<file path="config.mk">
export PLATFORM = sky130hd
export DESIGN_NAME = cvl_registers
export DESIGN_NICKNAME = d
export VERILOG_FILES = /design/src/hw/cvl_pkg.sv /design/src/hw/cvl_registers.sv /design/src/hw/cvl_defaults.sv
export SDC_FILE = /design/constraint.sdc
export NUM_CORES = 1
export LEC_CHECK = 0
export BUFFER_PORTS_ARGS = -buffer_cell sky130_fd_sc_hd__buf_2
export CORE_AREA = 2 2 57 99
export CTS_CLUSTER_SIZE = 12
export DETAILED_ROUTE_END_ITERATION = 7
export DIE_AREA = 0 0 59 101
export PLACE_DENSITY_LB_ADDON = 0.05
export SLEW_MARGIN = 20
export SYNTH_ARGS = -nofsm -noshare
export SYNTH_HDL_FRONTEND = slang
export SYNTH_SLANG_ARGS = --single-unit
</file>
<file path="constraint.sdc">
create_clock -name CLK -period 2.14 [get_ports CLK]
set_input_delay 0.107 -clock CLK [delete_from_list [all_inputs] [get_ports CLK]]
set_output_delay 0.107 -clock CLK [all_outputs]
set_load 0.1 [all_outputs]
</file>
<file path="src/hw/cvl_pkg.sv">
// Package for the charge voltage limit register bank.
// Assumes an I2C protocol engine that hands over whole 16-bit register writes.
package cvl_pkg;
	localparam logic [7:0] MAX_CHARGE_VOLTAGE_OFFSET = 8'h04;
	localparam logic [7:0] MIN_SYSTEM_VOLTAGE_OFFSET = 8'h0c;
	// Charge voltage code: 12 bits at bits 14:3, 8 mV per LSB
	localparam int CHG_CODE_LSB = 3;
	localparam int CHG_CODE_MSB = 14;
	localparam int CHG_LSB_MV = 8;
	localparam int CHG_MIN_MV = 1024;
	localparam int CHG_MAX_MV = 19200;
	localparam logic [11:0] CHG_CODE_MIN = 12'(CHG_MIN_MV / CHG_LSB_MV);
	localparam logic [11:0] CHG_CODE_MAX = 12'(CHG_MAX_MV / CHG_LSB_MV);
	localparam logic [15:0] CHG_RESERVED_HIGH_MASK = 16'h8000;
	// Minimum system voltage code: 6 bits at bits 13:8, 256 mV per LSB
	localparam int SYS_CODE_LSB = 8;
	localparam int SYS_CODE_MSB = 13;
	localparam int SYS_LSB_MV = 256;
	localparam int SYS_MIN_MV = 1024;
	localparam int SYS_MAX_MV = 16128;
	localparam logic [5:0] SYS_CODE_MIN = 6'(SYS_MIN_MV / SYS_LSB_MV);
	localparam logic [5:0] SYS_CODE_MAX = 6'(SYS_MAX_MV / SYS_LSB_MV);
	localparam logic [15:0] SYS_RESERVED_HIGH_MASK = 16'hc000;
	// Defaults per cell count, index 0 = one cell
	localparam int CHG_MV_PER_CELL = 4200;
	localparam int SYS_DEFAULT_MV_1S = 3584;
	localparam int SYS_DEFAULT_MV_2S = 6144;
	localparam int SYS_DEFAULT_MV_3S = 9216;
	localparam int SYS_DEFAULT_MV_4S = 12288;
	localparam logic [11:0] CHG_CODE_RESET = 12'(CHG_MV_PER_CELL / CHG_LSB_MV);
	localparam logic [5:0] SYS_CODE_RESET = 6'(SYS_DEFAULT_MV_1S / SYS_LSB_MV);

	typedef struct packed {
		logic valid;
		logic [7:0] offset;
		logic [15:0] data;
	} cvl_write_type;

	typedef struct packed {
		logic [11:0] chg_code;
		logic [5:0] sys_code;
	} cvl_setting_type;
endpackage : cvl_pkg

</file>
<file path="src/hw/cvl_registers.sv">
// Charge voltage limit and minimum system voltage setting registers.
// Assumes an I2C engine on CLK delivering complete 16-bit writes and reads.
//
// Functional notes
// Charge voltage is a 12-bit code, LSB at low-byte bit 3, 8 mV.
// Upper charge code bits sit in high-byte bits 6..0, MSB 16384 mV.
// Reserved top high-byte bits set to one make the write invalid.
// Reserved low-byte bits are ignored and never stored.
// Minimum system voltage is written as one 16-bit two-byte command.
// Minimum system voltage spans 1.024 V to 16.128 V in 256 mV steps.
// Out-of-range minimum system writes are dropped; old value kept.
// Reset minimum system voltage follows cell count strap.
// Minimum system code is 6 bits in high-byte bits 5..0, 256 mV LSB.
// Minimum system code MSB is 8192 mV; reserved bits 7..6 read zero.
// Charge voltage writes outside 1.024 V to 19.200 V, other than zero, are ignored.
// Reset charge voltage is 4200 mV times strapped cell count.
// Writing zero to charge voltage restores default, clears charge current.
// Host writes charge voltage before charge current for non-4.2 V cells.
// Reads return the active value: last accepted write or default.
`timescale 1ns/1ps
module cvl_registers (
	input wire logic CLK,
	input wire logic RESETN,
	input wire logic [1:0] CELL_COUNT_STRAP_PIN,
	input wire logic WR_VALID,
	input wire logic [7:0] WR_OFFSET,
	input wire logic [15:0] WR_DATA,
	input wire logic [7:0] RD_OFFSET,
	output logic [15:0] RD_DATA,
	output logic WR_INVALID,
	output logic CHARGE_CURRENT_CLEAR,
	output logic [11:0] MAX_CHARGE_VOLTAGE_CODE,
	output logic [5:0] MIN_SYSTEM_VOLTAGE_CODE
);
	typedef enum {ST_LOAD, ST_RUN} cvl_state_type;

	logic [1:0] strap_meta;
	logic [1:0] strap_sync;
	logic [1:0] cells;
	logic [1:0] next_cells;
	cvl_state_type state;
	cvl_state_type next_state;
	cvl_pkg::cvl_setting_type setting;
	cvl_pkg::cvl_setting_type next_setting;
	cvl_pkg::cvl_setting_type defaults;
	cvl_pkg::cvl_write_type wr;
	logic next_invalid;
	logic next_clear;
	logic [15:0] next_rd_data;
	logic [11:0] wr_chg;
	logic [5:0] wr_sys;
	logic [1:0] default_cells;

	cvl_defaults u_defaults (
		.cells(default_cells),
		.value(defaults)
	);

	// Load takes the live strap; later zero writes use the count caught at load
	assign default_cells = (state == ST_LOAD) ? strap_sync : cells;

	assign wr = '{valid: WR_VALID, offset: WR_OFFSET, data: WR_DATA};
	assign wr_chg = wr.data[cvl_pkg::CHG_CODE_MSB:cvl_pkg::CHG_CODE_LSB];
	assign wr_sys = wr.data[cvl_pkg::SYS_CODE_MSB:cvl_pkg::SYS_CODE_LSB];

	// No reset: strap is tracked while reset is held, settled for the load edge
	always_ff @(posedge CLK) begin
		strap_meta <= CELL_COUNT_STRAP_PIN;
		strap_sync <= strap_meta;
	end

	always_comb begin
		next_state = ST_RUN;
		next_setting = setting;
		next_cells = cells;
		next_invalid = 1'b0;
		next_clear = 1'b0;
		unique case (state)
			ST_LOAD: begin
				// Strap caught after release, once the synchroniser has settled
				next_cells = strap_sync;
				next_setting = defaults;
			end
			ST_RUN: begin
				if (wr.valid && wr.offset == cvl_pkg::MAX_CHARGE_VOLTAGE_OFFSET) begin
					if ((wr.data & cvl_pkg::CHG_RESERVED_HIGH_MASK) != 16'h0000) begin
						next_invalid = 1'b1;
					end else if (wr_chg == 12'h000) begin
						next_setting.chg_code = defaults.chg_code;
						next_clear = 1'b1;
					end else if (wr_chg >= cvl_pkg::CHG_CODE_MIN
							&& wr_chg <= cvl_pkg::CHG_CODE_MAX) begin
						next_setting.chg_code = wr_chg;
					end
				end
				if (wr.valid && wr.offset == cvl_pkg::MIN_SYSTEM_VOLTAGE_OFFSET) begin
					if ((wr.data & cvl_pkg::SYS_RESERVED_HIGH_MASK) != 16'h0000) begin
						next_invalid = 1'b1;
					end else if (wr_sys >= cvl_pkg::SYS_CODE_MIN
							&& wr_sys <= cvl_pkg::SYS_CODE_MAX) begin
						next_setting.sys_code = wr_sys;
					end
				end
			end
		endcase
	end

	// Reads return the held code with reserved bits zero
	always_comb begin
		next_rd_data = 16'h0000;
		if (RD_OFFSET == cvl_pkg::MAX_CHARGE_VOLTAGE_OFFSET) begin
			next_rd_data[cvl_pkg::CHG_CODE_MSB:cvl_pkg::CHG_CODE_LSB] = next_setting.chg_code;
		end else if (RD_OFFSET == cvl_pkg::MIN_SYSTEM_VOLTAGE_OFFSET) begin
			next_rd_data[cvl_pkg::SYS_CODE_MSB:cvl_pkg::SYS_CODE_LSB] = next_setting.sys_code;
		end
	end

	always_ff @(posedge CLK or negedge RESETN) begin
		if (!RESETN) begin
			state <= ST_LOAD;
			cells <= 2'h0;
			setting <= '{chg_code: cvl_pkg::CHG_CODE_RESET, sys_code: cvl_pkg::SYS_CODE_RESET};
			WR_INVALID <= 1'b0;
			CHARGE_CURRENT_CLEAR <= 1'b0;
			RD_DATA <= 16'h0000;
		end else begin
			state <= next_state;
			cells <= next_cells;
			setting <= next_setting;
			WR_INVALID <= next_invalid;
			CHARGE_CURRENT_CLEAR <= next_clear;
			RD_DATA <= next_rd_data;
		end
	end

	assign MAX_CHARGE_VOLTAGE_CODE = setting.chg_code;
	assign MIN_SYSTEM_VOLTAGE_CODE = setting.sys_code;
endmodule : cvl_registers

</file>
<file path="src/hw/cvl_defaults.sv">
// Cell-count default table for the setting registers.
// Assumes a synchronised two-bit cell count, 0 = one cell.
`timescale 1ns/1ps
module cvl_defaults (
	input wire logic [1:0] cells,
	output cvl_pkg::cvl_setting_type value
);
	always_comb begin
		value.chg_code = 12'((int'(cells) + 1) * cvl_pkg::CHG_MV_PER_CELL / cvl_pkg::CHG_LSB_MV);
		unique case (cells)
			2'h0: value.sys_code = 6'(cvl_pkg::SYS_DEFAULT_MV_1S / cvl_pkg::SYS_LSB_MV);
			2'h1: value.sys_code = 6'(cvl_pkg::SYS_DEFAULT_MV_2S / cvl_pkg::SYS_LSB_MV);
			2'h2: value.sys_code = 6'(cvl_pkg::SYS_DEFAULT_MV_3S / cvl_pkg::SYS_LSB_MV);
			2'h3: value.sys_code = 6'(cvl_pkg::SYS_DEFAULT_MV_4S / cvl_pkg::SYS_LSB_MV);
		endcase
	end
endmodule : cvl_defaults

</file>
==> impl_metrics.toml, run 1 <==
[synthesis]
syn_area_mm2 = 0.00201
avgSynthCellArea_um2 = 10.3
yosys.area.top_type = "dfrtp_1"
synth_top_family_by_area = "compound AO/OA/AOI/OAI gates"
synth_cell_types = 58
yosys_warnings = 0
synthTopCellsByArea = "dfrtp_1 35%, dfstp_2 9.1%, dfxtp_1 4.0%"
yosys.area_share.adder_pct = 2.49
muxShareOfSynthArea_pct = 1.99
postSynthCellCount = 196
synth_edf_count = 0
synth_most_common_cell = "dfrtp_1"
seq_area_frac_synth_pct = 47.9
synthTopCellsByCount = "28 x dfrtp_1, 15 x nor2_1, 14 x nand2_1"
synth_compound_area_share_pct = 21.6
synth_ff_type = "dfrtp_1"
synth_top_area_share_pct = 34.8
ys_ff_latch = 39
synthSimpleGateAreaFrac_pct = 21.3
synth-xor-area-share_pct = 0.435
async_reset_ff_share_pct = 89.7

[sta]
slew_viol_final = 0
skew_ns = 0.00497
min_period_ns = 2.04
max_clock_freq_mhz = 490
worst_pin_slew_ns = 0.791
setup_viol = 0
hold_violations = 0
max_slew_margin_pct = 47.2
finalCritPeriodShare_pct = 95.4
holdWs_ns = 0.0835

[power]
power_density_mw_per_mm2 = 768
clkPwrFrac_pct = 30.0
p_comb_share_pct = 29.0
share_seq_of_total_power_pct = 41.0
leakage_nw = 1.22
ir_drop_uv = 479
switchingPower_uw = 736
swShare_pct = 36.8
p_int_mw = 1.27

[final_layout]
drive_above_1_share_pct = 39.1
final_cells = 331
layout.nets = 316
num_antenna_cells = 0
syn2layout_area_growth_pct = 29.5

[route]
num_vias = 1861
avgViaCountPerCell = 5.62
first_pass_iters = 4
wirelength_um = 6100
wl_per_cell_um = 18.4
detail-route-antenna-nets = 0
drc = 0
drt_iter0_drc = 71

[cts]
cts_tree = "yes"
clock-sinks = 39
clk_pin_slew_ns = 0.07
postCtsSetupRepairBufs = 0
cts-root-buf = "clkbuf_8"
clock_latency_ns = 0.29
cts_buffers = 5
htreeDepth = 2
cts.path.max_buffers = 2

[run]
drv_cap = 0

[outcome]
status = "finished clean"

[global_routing]
grt_usage_pct = 21.2
antenna_found_initial = 0
grt_pass1_vias = 1826
grt_max_degree = 36
gr-total-overflow = 0
grt_first_pass_wirelength_um = 9430

[placement]
dp_hpwl_um = 4680
dp_cells = 320
port_buffers = 65
gp_congestion = 0.887

[critical_path]
crit_fanout = 5
criticalPathCategory = "reg -> reg"
r2r_cells = 7
startpoint_type = "flip-flop"
r2r-start = "state[0]"
rrSetupSlack_ns = 0.1
reg2reg_to = "RD_DATA[10]"
crit_required_ns = 2.32
end_kind = "flip-flop"
arrival_ns = 2.22

[worst_hold_path]
holdPathEnd = "WR_INVALID"
hold_class = "in -> reg"
min_path_cells = 4
min-delay-start = "WR_OFFSET[6]"

[die]
die_y_um = 101
io_pins = 73
fp-row-count = 35
dieArea_mm2 = 0.00596
dieWidth_um = 59
start_util_pct = 39.0
coreArea_mm2 = 0.00517
==> flip-flops by register name, indices dropped and copies added (netlist names) <==
| signal | flops |
|---|---|
| CHARGE_CURRENT_CLEAR | 1 |
| MAX_CHARGE_VOLTAGE_CODE | 12 |
| MIN_SYSTEM_VOLTAGE_CODE | 6 |
| RD_DATA | 12 |
| WR_INVALID | 1 |
| cells | 2 |
| state | 1 |
| strap_meta | 2 |
| strap_sync | 2 |
==> critical path, stage by stage (launching register included) <==
cell	delay (ns)
dfrtp_1	0.46
mux2i_4	0.31
ha_1	0.33
nand3_1	0.14
nor2_1	0.05
a31oi_1	0.14
o221ai_1	0.25
a22o_1	0.25
==> cells in the final DEF, fill, tap and decap left out, drive strengths merged, types with 4 or more instances in the layout <==
master,Yosys,routed
nor3,6,6
nand3,7,7
o221ai,4,4
and2,8,8
buf,4,76
clkbuf,6,7
dfstp,7,7
o21ai,8,8
inv,7,7
ha,4,4
a21oi,11,11
nand2,14,14
dfrtp,28,28
a31oi,5,5
conb,2,5
nor2,16,16
mux2i,4,4
dfxtp,4,4
==> how the worst max path moves through the flow <==
stage               depth (start not counted)         start  slack [ns]     endpoint
global route                                8      state[0]       -0.01  RD_DATA[10]
global placement                            8  WR_OFFSET[5]        0.07   RD_DATA[9]
CTS                                         8      state[0]        0.06  RD_DATA[10]
floorplan                                   8      state[0]        0.34  RD_DATA[10]
detailed placement                          6   WR_DATA[12]        0.07  RD_DATA[13]
finish                                      7      state[0]         0.1  RD_DATA[10]
==> cell families after synthesis <==
family	Yosys count
buffers and inverters	17
flip-flops	39
other	2
XOR/XNOR	1
AND/OR/NAND/NOR	72
AO/OA/AOI/OAI	57
adder cells (fa/ha/maj)	4
multiplexers	4
==> repair_timing <==
action | in CTS | in global routing
resized for setup | 0 | 4
hold endpoints to repair | 30 | 0
setup endpoints to repair | 0 | 2
hold buffers | 3 | 0
==> through the flow <==
| stage | power [mW] | utilization (%) | setup WS [ns] | TNS (ns) | area (um^2) |
|---|---|---|---|---|---|
| after global placement | 1.40 | 47.4 | 0.0709 | 0 | 2450 |
| after global routing | 2.08 | 50.4 | -0.0146 | -0.0146 | 2610 |
| after CTS | 2.02 | 50.0 | 0.0609 | 0 | 2580 |
| after floorplan | 1.25 | - | 0.339 | 0 | 2020 |
| final | 2.00 | 50.4 | 0.0986 | 0 | 2610 |
| after detailed placement | 1.40 | 47.4 | 0.0744 | 0 | 2450 |
==> power groups by stage <==
stage / registers, mW / clock network, mW / logic [mW]
after floorplan: 1.09 / 0 / 0.159
after global routing: 0.827 / 0.646 / 0.611
after detailed placement: 0.833 / 0 / 0.570
after CTS: 0.819 / 0.620 / 0.576
final: 0.822 / 0.600 / 0.580
after global placement: 0.833 / 0 / 0.569
==> metal layers <==
layer | vias to the layer above | track usage [%] | routed length [um]
met4 | 0 | 8.22 | 226
met2 | 81 | 37.5 | 3190
met3 | 12 | 3.59 | 335
met1 | 885 | 24.8 | 2350
li1 | 883 | - | -
met5 | - | 0 | 0
==> area by class of cell <==
| type | instances | area, um^2 |
|---|---|---|
| Inverter | 7 | 26.3 |
| Tap cell | 55 | 68.8 |
| Sequential cell | 39 | 965 |
| Fill cell | 525 | 2560 |
| Clock inverter | 1 | 30.0 |
| Clock buffer | 7 | 76.3 |
| Timing Repair Buffer | 79 | 438 |
| Multi-Input combinational cell | 143 | 1000 |
(Power assumes the default switching activity.)
==> run 2: changes to the inputs <==
--- a/config.mk
+++ b/config.mk
@@ -5,13 +5,13 @@
 export SDC_FILE = /design/constraint.sdc
 export NUM_CORES = 1
 export LEC_CHECK = 0
-export BUFFER_PORTS_ARGS = -buffer_cell sky130_fd_sc_hd__buf_2
+export BUFFER_PORTS_ARGS = -buffer_cell sky130_fd_sc_hd__buf_4
 export CORE_AREA = 2 2 57 99
 export CTS_CLUSTER_SIZE = 12
 export DETAILED_ROUTE_END_ITERATION = 7
 export DIE_AREA = 0 0 59 101
-export PLACE_DENSITY_LB_ADDON = 0.05
-export SLEW_MARGIN = 20
+export PLACE_DENSITY = 0.64
+export SLEW_MARGIN = 10
 export SYNTH_ARGS = -nofsm -noshare
 export SYNTH_HDL_FRONTEND = slang
 export SYNTH_SLANG_ARGS = --single-unit
==> run 2 against run 1 <==
Effect of this change: worst setup slack improved by 0.011 ns; utilization rose by 2.9 points; via count fell by 1.1%; clock skew fell by 0.0025 ns; register-to-register slack barely moved; count of clock-buffer cells in the layout fell by 1; critical path depth did not move; hold slack got worse by 0.011 ns; sequential share of layout area fell by 2.0 points; final cell count fell by 0.30%; sequential power barely moved.
==> impl_metrics.toml, run 2 (same netlist as run 1, synthesis figures left out) <==
[critical_path]
r2r_cells = 7
arrival_ns = 2.22
crit_fanout = 5
startpoint_type = "flip-flop"
slowest_delay_ns = 0.43
end_kind = "flip-flop"
cp_slowest_cell = "dfrtp_1"
crit_required_ns = 2.33
crit_path_cell_trace = "mux2i_2 -> ha_1 -> nand3_1 -> nor2_1 -> a31oi_1 -> o221ai_1 -> a22o_1"
criticalPathCategory = "reg -> reg"

[final_layout]
final_common_cell = "buf_4"
multiInputGateArea_um2 = 993
num_antenna_cells = 0
layout.nets = 315
seqCellArea_um2 = 965
drive_above_1_share_pct = 39.6
final_area_mm2 = 0.00276
layout_common_cells = "75 x buf_4, 28 x dfrtp_1, 15 x nor2_1"
fillCellCount = 496
final_cells = 330
syn2layout_area_growth_pct = 36.9

[global_routing]
grt_first_pass_wirelength_um = 9200
antenna_found_initial = 0
gr-total-overflow = 0
grt_pass1_vias = 1829
grt_max_degree = 36
grt_usage_pct = 21.1

[sta]
max_clock_freq_mhz = 493
skew_ns = 0.00245
slew_viol_final = 0
finalCritPeriodShare_pct = 94.9
setup_viol = 0
max_slew_margin_pct = 63.4
worst_pin_slew_ns = 0.549
hold_violations = 0
min_period_ns = 2.03

[die]
coreArea_mm2 = 0.00517
dieArea_mm2 = 0.00596
fp-row-count = 35
die_y_um = 101
start_util_pct = 39.0
dieWidth_um = 59
io_pins = 73

[cts]
clock-sinks = 39
cts_buffers = 5
clock_latency_ns = 0.30
htreeDepth = 2
cts_tree = "yes"
cts-root-buf = "clkbuf_8"
cts.path.max_buffers = 2
clk_pin_slew_ns = 0.08

[route]
wl_per_cell_um = 18.2
wirelength_um = 6020
avgViaCountPerCell = 5.58
drt_iter0_drc = 57
first_pass_iters = 4
drc = 0
detail-route-antenna-nets = 0
num_vias = 1841

[worst_hold_path]
min_path_cells = 4
hold_class = "in -> reg"

[placement]
dp_hpwl_um = 4510
place_area_mm2 = 0.00260
gp_congestion = 0.936
dp_cells = 318
port_buffers = 65

[power]
leakage_nw = 1.25
ir_drop_uv = 513
power_density_mw_per_mm2 = 744

[run]
drv_cap = 0

[outcome]
status = "finished clean"
## run 2: cell count changes in the layout (fill, tap and decap cells not counted), sizes merged
cell and change:
buf -1, clkbuf -1, clkinvlp +1
## run 2: worst max-delay path, delay by kind of cell (launching register included)
family	cells	cell delay, ns
fa+ha+maj	1	0.36
mux	1	0.34
simple gates	2	0.19
flops	1	0.43
compound gates	3	0.59
## run 2: worst paths after layout
path / startpoint / endpoint / slack (ns)
min: WR_OFFSET[6] / WR_INVALID / 0.07
max in group asynchronous: RESETN / MIN_SYSTEM_VOLTAGE_CODE[1] / 1.49
min reg2reg: strap_meta[0] / strap_sync[0] / 0.33
max: state[0] / RD_DATA[10] / 0.11
max reg2reg: state[0] / RD_DATA[10] / 0.11
min in group asynchronous: RESETN / state[0] / 0.30
## run 2: cell type report
| class | count | share of cell area [%] |
|---|---|---|
| repair buffers | 78 | 21.5 |
| clock buffers | 6 | 2.63 |
| inverters | 7 | 0.953 |
| flip-flops and latches | 39 | 35.0 |
| well taps | 55 | 2.50 |
| clock inverters | 2 | 1.36 |
| multi-input cells | 143 | 36.0 |
## run 2: report_power, final
group / internal (mW) / leakage, nW / switching, mW
clock: 0.348 / 0.0514 / 0.269
combinational: 0.161 / 0.722 / 0.452
sequential: 0.789 / 0.474 / 0.0319
## run 2: layer usage
metal / vias to the layer above / GRT usage (%) / share of wire, % / routed length, um
li1: 877 / - / - / -
met1: 878 / 25.7 / 38 / 2280
met2: 71 / 34.5 / 54 / 3230
met3: 15 / 3.34 / 5.0 / 302
met4: 0 / 11.5 / 3.3 / 201
met5: - / 0 / 0 / 0
## run 2: stage by stage
stage / hold slack [ns] / power (mW) / utilization (%) / setup WS, ns / setup TNS (ns)
global placement: 0.0842 / 1.43 / 50.2 / 0.0248 / 0
global route: 0.0878 / 2.13 / 53.3 / -0.0137 / -0.0228
CTS: 0.0728 / 2.06 / 53.0 / 0.0734 / 0
floorplan: -0.189 / 1.25 / - / 0.339 / 0
detailed placement: 0.0925 / 1.44 / 50.2 / 0.00587 / 0
finish: 0.0724 / 2.05 / 53.3 / 0.110 / 0
## run 2: what timing repair did
action,CTS,global route
endpoints found under the hold margin,30,0
endpoints found under the setup margin,0,3
setup buffers,0,1
resized for setup,0,4
hold buffers,3,0
==> run 3: changes to the inputs <==
--- a/config.mk
+++ b/config.mk
@@ -11,6 +11,7 @@
 export DETAILED_ROUTE_END_ITERATION = 7
 export DIE_AREA = 0 0 59 101
 export PLACE_DENSITY = 0.64
+export REMOVE_ABC_BUFFERS = 1
 export SLEW_MARGIN = 10
 export SYNTH_ARGS = -nofsm -noshare
 export SYNTH_HDL_FRONTEND = slang
==> run 3 against run 2 <==
Effect of this change: design area fell by 0.54%; hold slack improved by 0.0092 ns; via count rose by 0.92%; die area did not move; critical path depth did not move; count of clock-buffer cells in the layout rose by 2; utilization fell by 0.29 points; maximum frequency rose by 2.7%; final cell count fell by 0.30%; critical endpoint unchanged.
==> impl_metrics.toml, run 3 (same netlist as run 1, synthesis figures left out) <==
[cts]
cts-root-buf = "clkbuf_8"
htreeDepth = 2
clock_latency_ns = 0.29
cts_buffers = 5
clk_pin_slew_ns = 0.07
cts.path.max_buffers = 2
clock-sinks = 39
cts_tree = "yes"

[placement]
gp_congestion = 0.917
dp_cells = 318
dp_hpwl_um = 4540
port_buffers = 65
place_area_mm2 = 0.00260
pre_cts_ws_ns = 0.106

[global_routing]
grt_usage_pct = 20.4
grt_first_pass_wirelength_um = 9080
gr-total-overflow = 0
grt_pass1_vias = 1844
antenna_found_initial = 0
grt_max_degree = 36

[worst_hold_path]
hold_class = "in -> reg"

[power]
switchingPower_uw = 727
leakage_nw = 1.24
clkPwrFrac_pct = 27.4
p_int_mw = 1.24
swShare_pct = 36.9
share_seq_of_total_power_pct = 41.7
power_density_mw_per_mm2 = 719
p_comb_share_pct = 30.9
ir_drop_uv = 457

[final_layout]
final_area_mm2 = 0.00274
layout.nets = 314
num_antenna_cells = 0
drive_above_1_share_pct = 39.4
layout_common_cells = "74 x buf_4, 27 x dfrtp_1, 15 x nor2_1"
fillCellCount = 507
syn2layout_area_growth_pct = 36.2
final_common_cell = "buf_4"
final_cells = 329
final_core_util_pct = 53.1

[critical_path]
crit_required_ns = 2.32
arrival_ns = 2.16
crit_fanout = 5
end_kind = "flip-flop"
startpoint_type = "flip-flop"
criticalPathCategory = "reg -> reg"
rrSetupSlack_ns = 0.16

[sta]
min_period_ns = 1.98
finalCritPeriodShare_pct = 92.4
max_slew_margin_pct = 66.0
slew_viol_final = 0
setup_viol = 0
hold_violations = 0
fin_ws_ns = 0.163
max_clock_freq_mhz = 506
skew_ns = 0.00432
worst_pin_slew_ns = 0.511

[run]
drv_cap = 0

[route]
wl_met2_um = 3110
num_vias = 1858
drt_iter0_drc = 55
wl_per_cell_um = 17.8
detail-route-antenna-nets = 0
wl_met3_um = 241
drc = 0
highest_layer = "met4"
avgViaCountPerCell = 5.65
met1_length_um = 2190
first_pass_iters = 4
wirelength_um = 5850

[die]
dieArea_mm2 = 0.00596
fp-row-count = 35
start_util_pct = 39.0
dieWidth_um = 59
die_y_um = 101
io_pins = 73
coreArea_mm2 = 0.00517

[outcome]
status = "finished clean"
==> run 3: cell type report <==
type                    instances  area (um^2)  share of cell area, %
multi-input cells             143          995                   36.3
flip-flops and latches         39          966                   35.2
repair buffers                 77          586                   21.4
clock buffers                   8          100                   3.65
well taps                      55         68.8                   2.51
inverters                       7         26.3                  0.958
==> run 3: power by group through the flow <==
stage / Sequential, mW / Combinational [mW] / Clock [mW]
5_1_grt: 0.826 / 0.639 / 0.577
6_report: 0.821 / 0.609 / 0.540
3_3_place_gp: 0.834 / 0.598 / 0
4_1_cts: 0.821 / 0.607 / 0.559
3_5_place_dp: 0.835 / 0.601 / 0
2_1_floorplan: 1.10 / 0.146 / 0
==> run 3: per-layer routing <==
layer / up-vias / GRT usage [%]
li1: 877 / -
met1: 900 / 23.8
met2: 62 / 34.6
met3: 19 / 2.70
met4: 0 / 12.1
met5: - / 0
==> run 3: path summary, 6_finish.rpt <==
kind,end,depth (start not counted),startpoint
max in group asynchronous,MIN_SYSTEM_VOLTAGE_CODE[1],2,RESETN
worst min register to register,strap_sync[0],0,strap_meta[0]
worst max-delay path,RD_DATA[10],7,state[0]
worst min-delay path,WR_INVALID,4,WR_OFFSET[6]
min in group asynchronous,RD_DATA[3],2,RESETN
worst max register to register,RD_DATA[10],7,state[0]
==> run 3: worst max-delay path, stage by stage (launching register included) <==
cell,delay (ns)
dfrtp_2,0.43
mux2i_2,0.28
ha_1,0.35
nand3_1,0.18
nor2_1,0.05
a31oi_1,0.21
o221ai_2,0.17
a22o_1,0.20
==> run 3: repair_timing <==
action | CTS | global route
setup buffers | 0 | 0
hold endpoints to repair | 30 | 0
setup endpoints to repair | 0 | 1
resized for setup | 0 | 4
hold buffers | 3 | 0
==> run 3: stage by stage <==
stage / power [mW] / setup TNS [ns] / hold slack, ns
6_report: 1.97 / 0 / 0.0816
5_1_grt: 2.04 / -0.0194 / 0.0989
4_1_cts: 1.99 / 0 / 0.0766
3_5_place_dp: 1.44 / 0 / 0.0858
3_3_place_gp: 1.43 / 0 / 0.0840
2_1_floorplan: 1.24 / -0.581 / -0.189
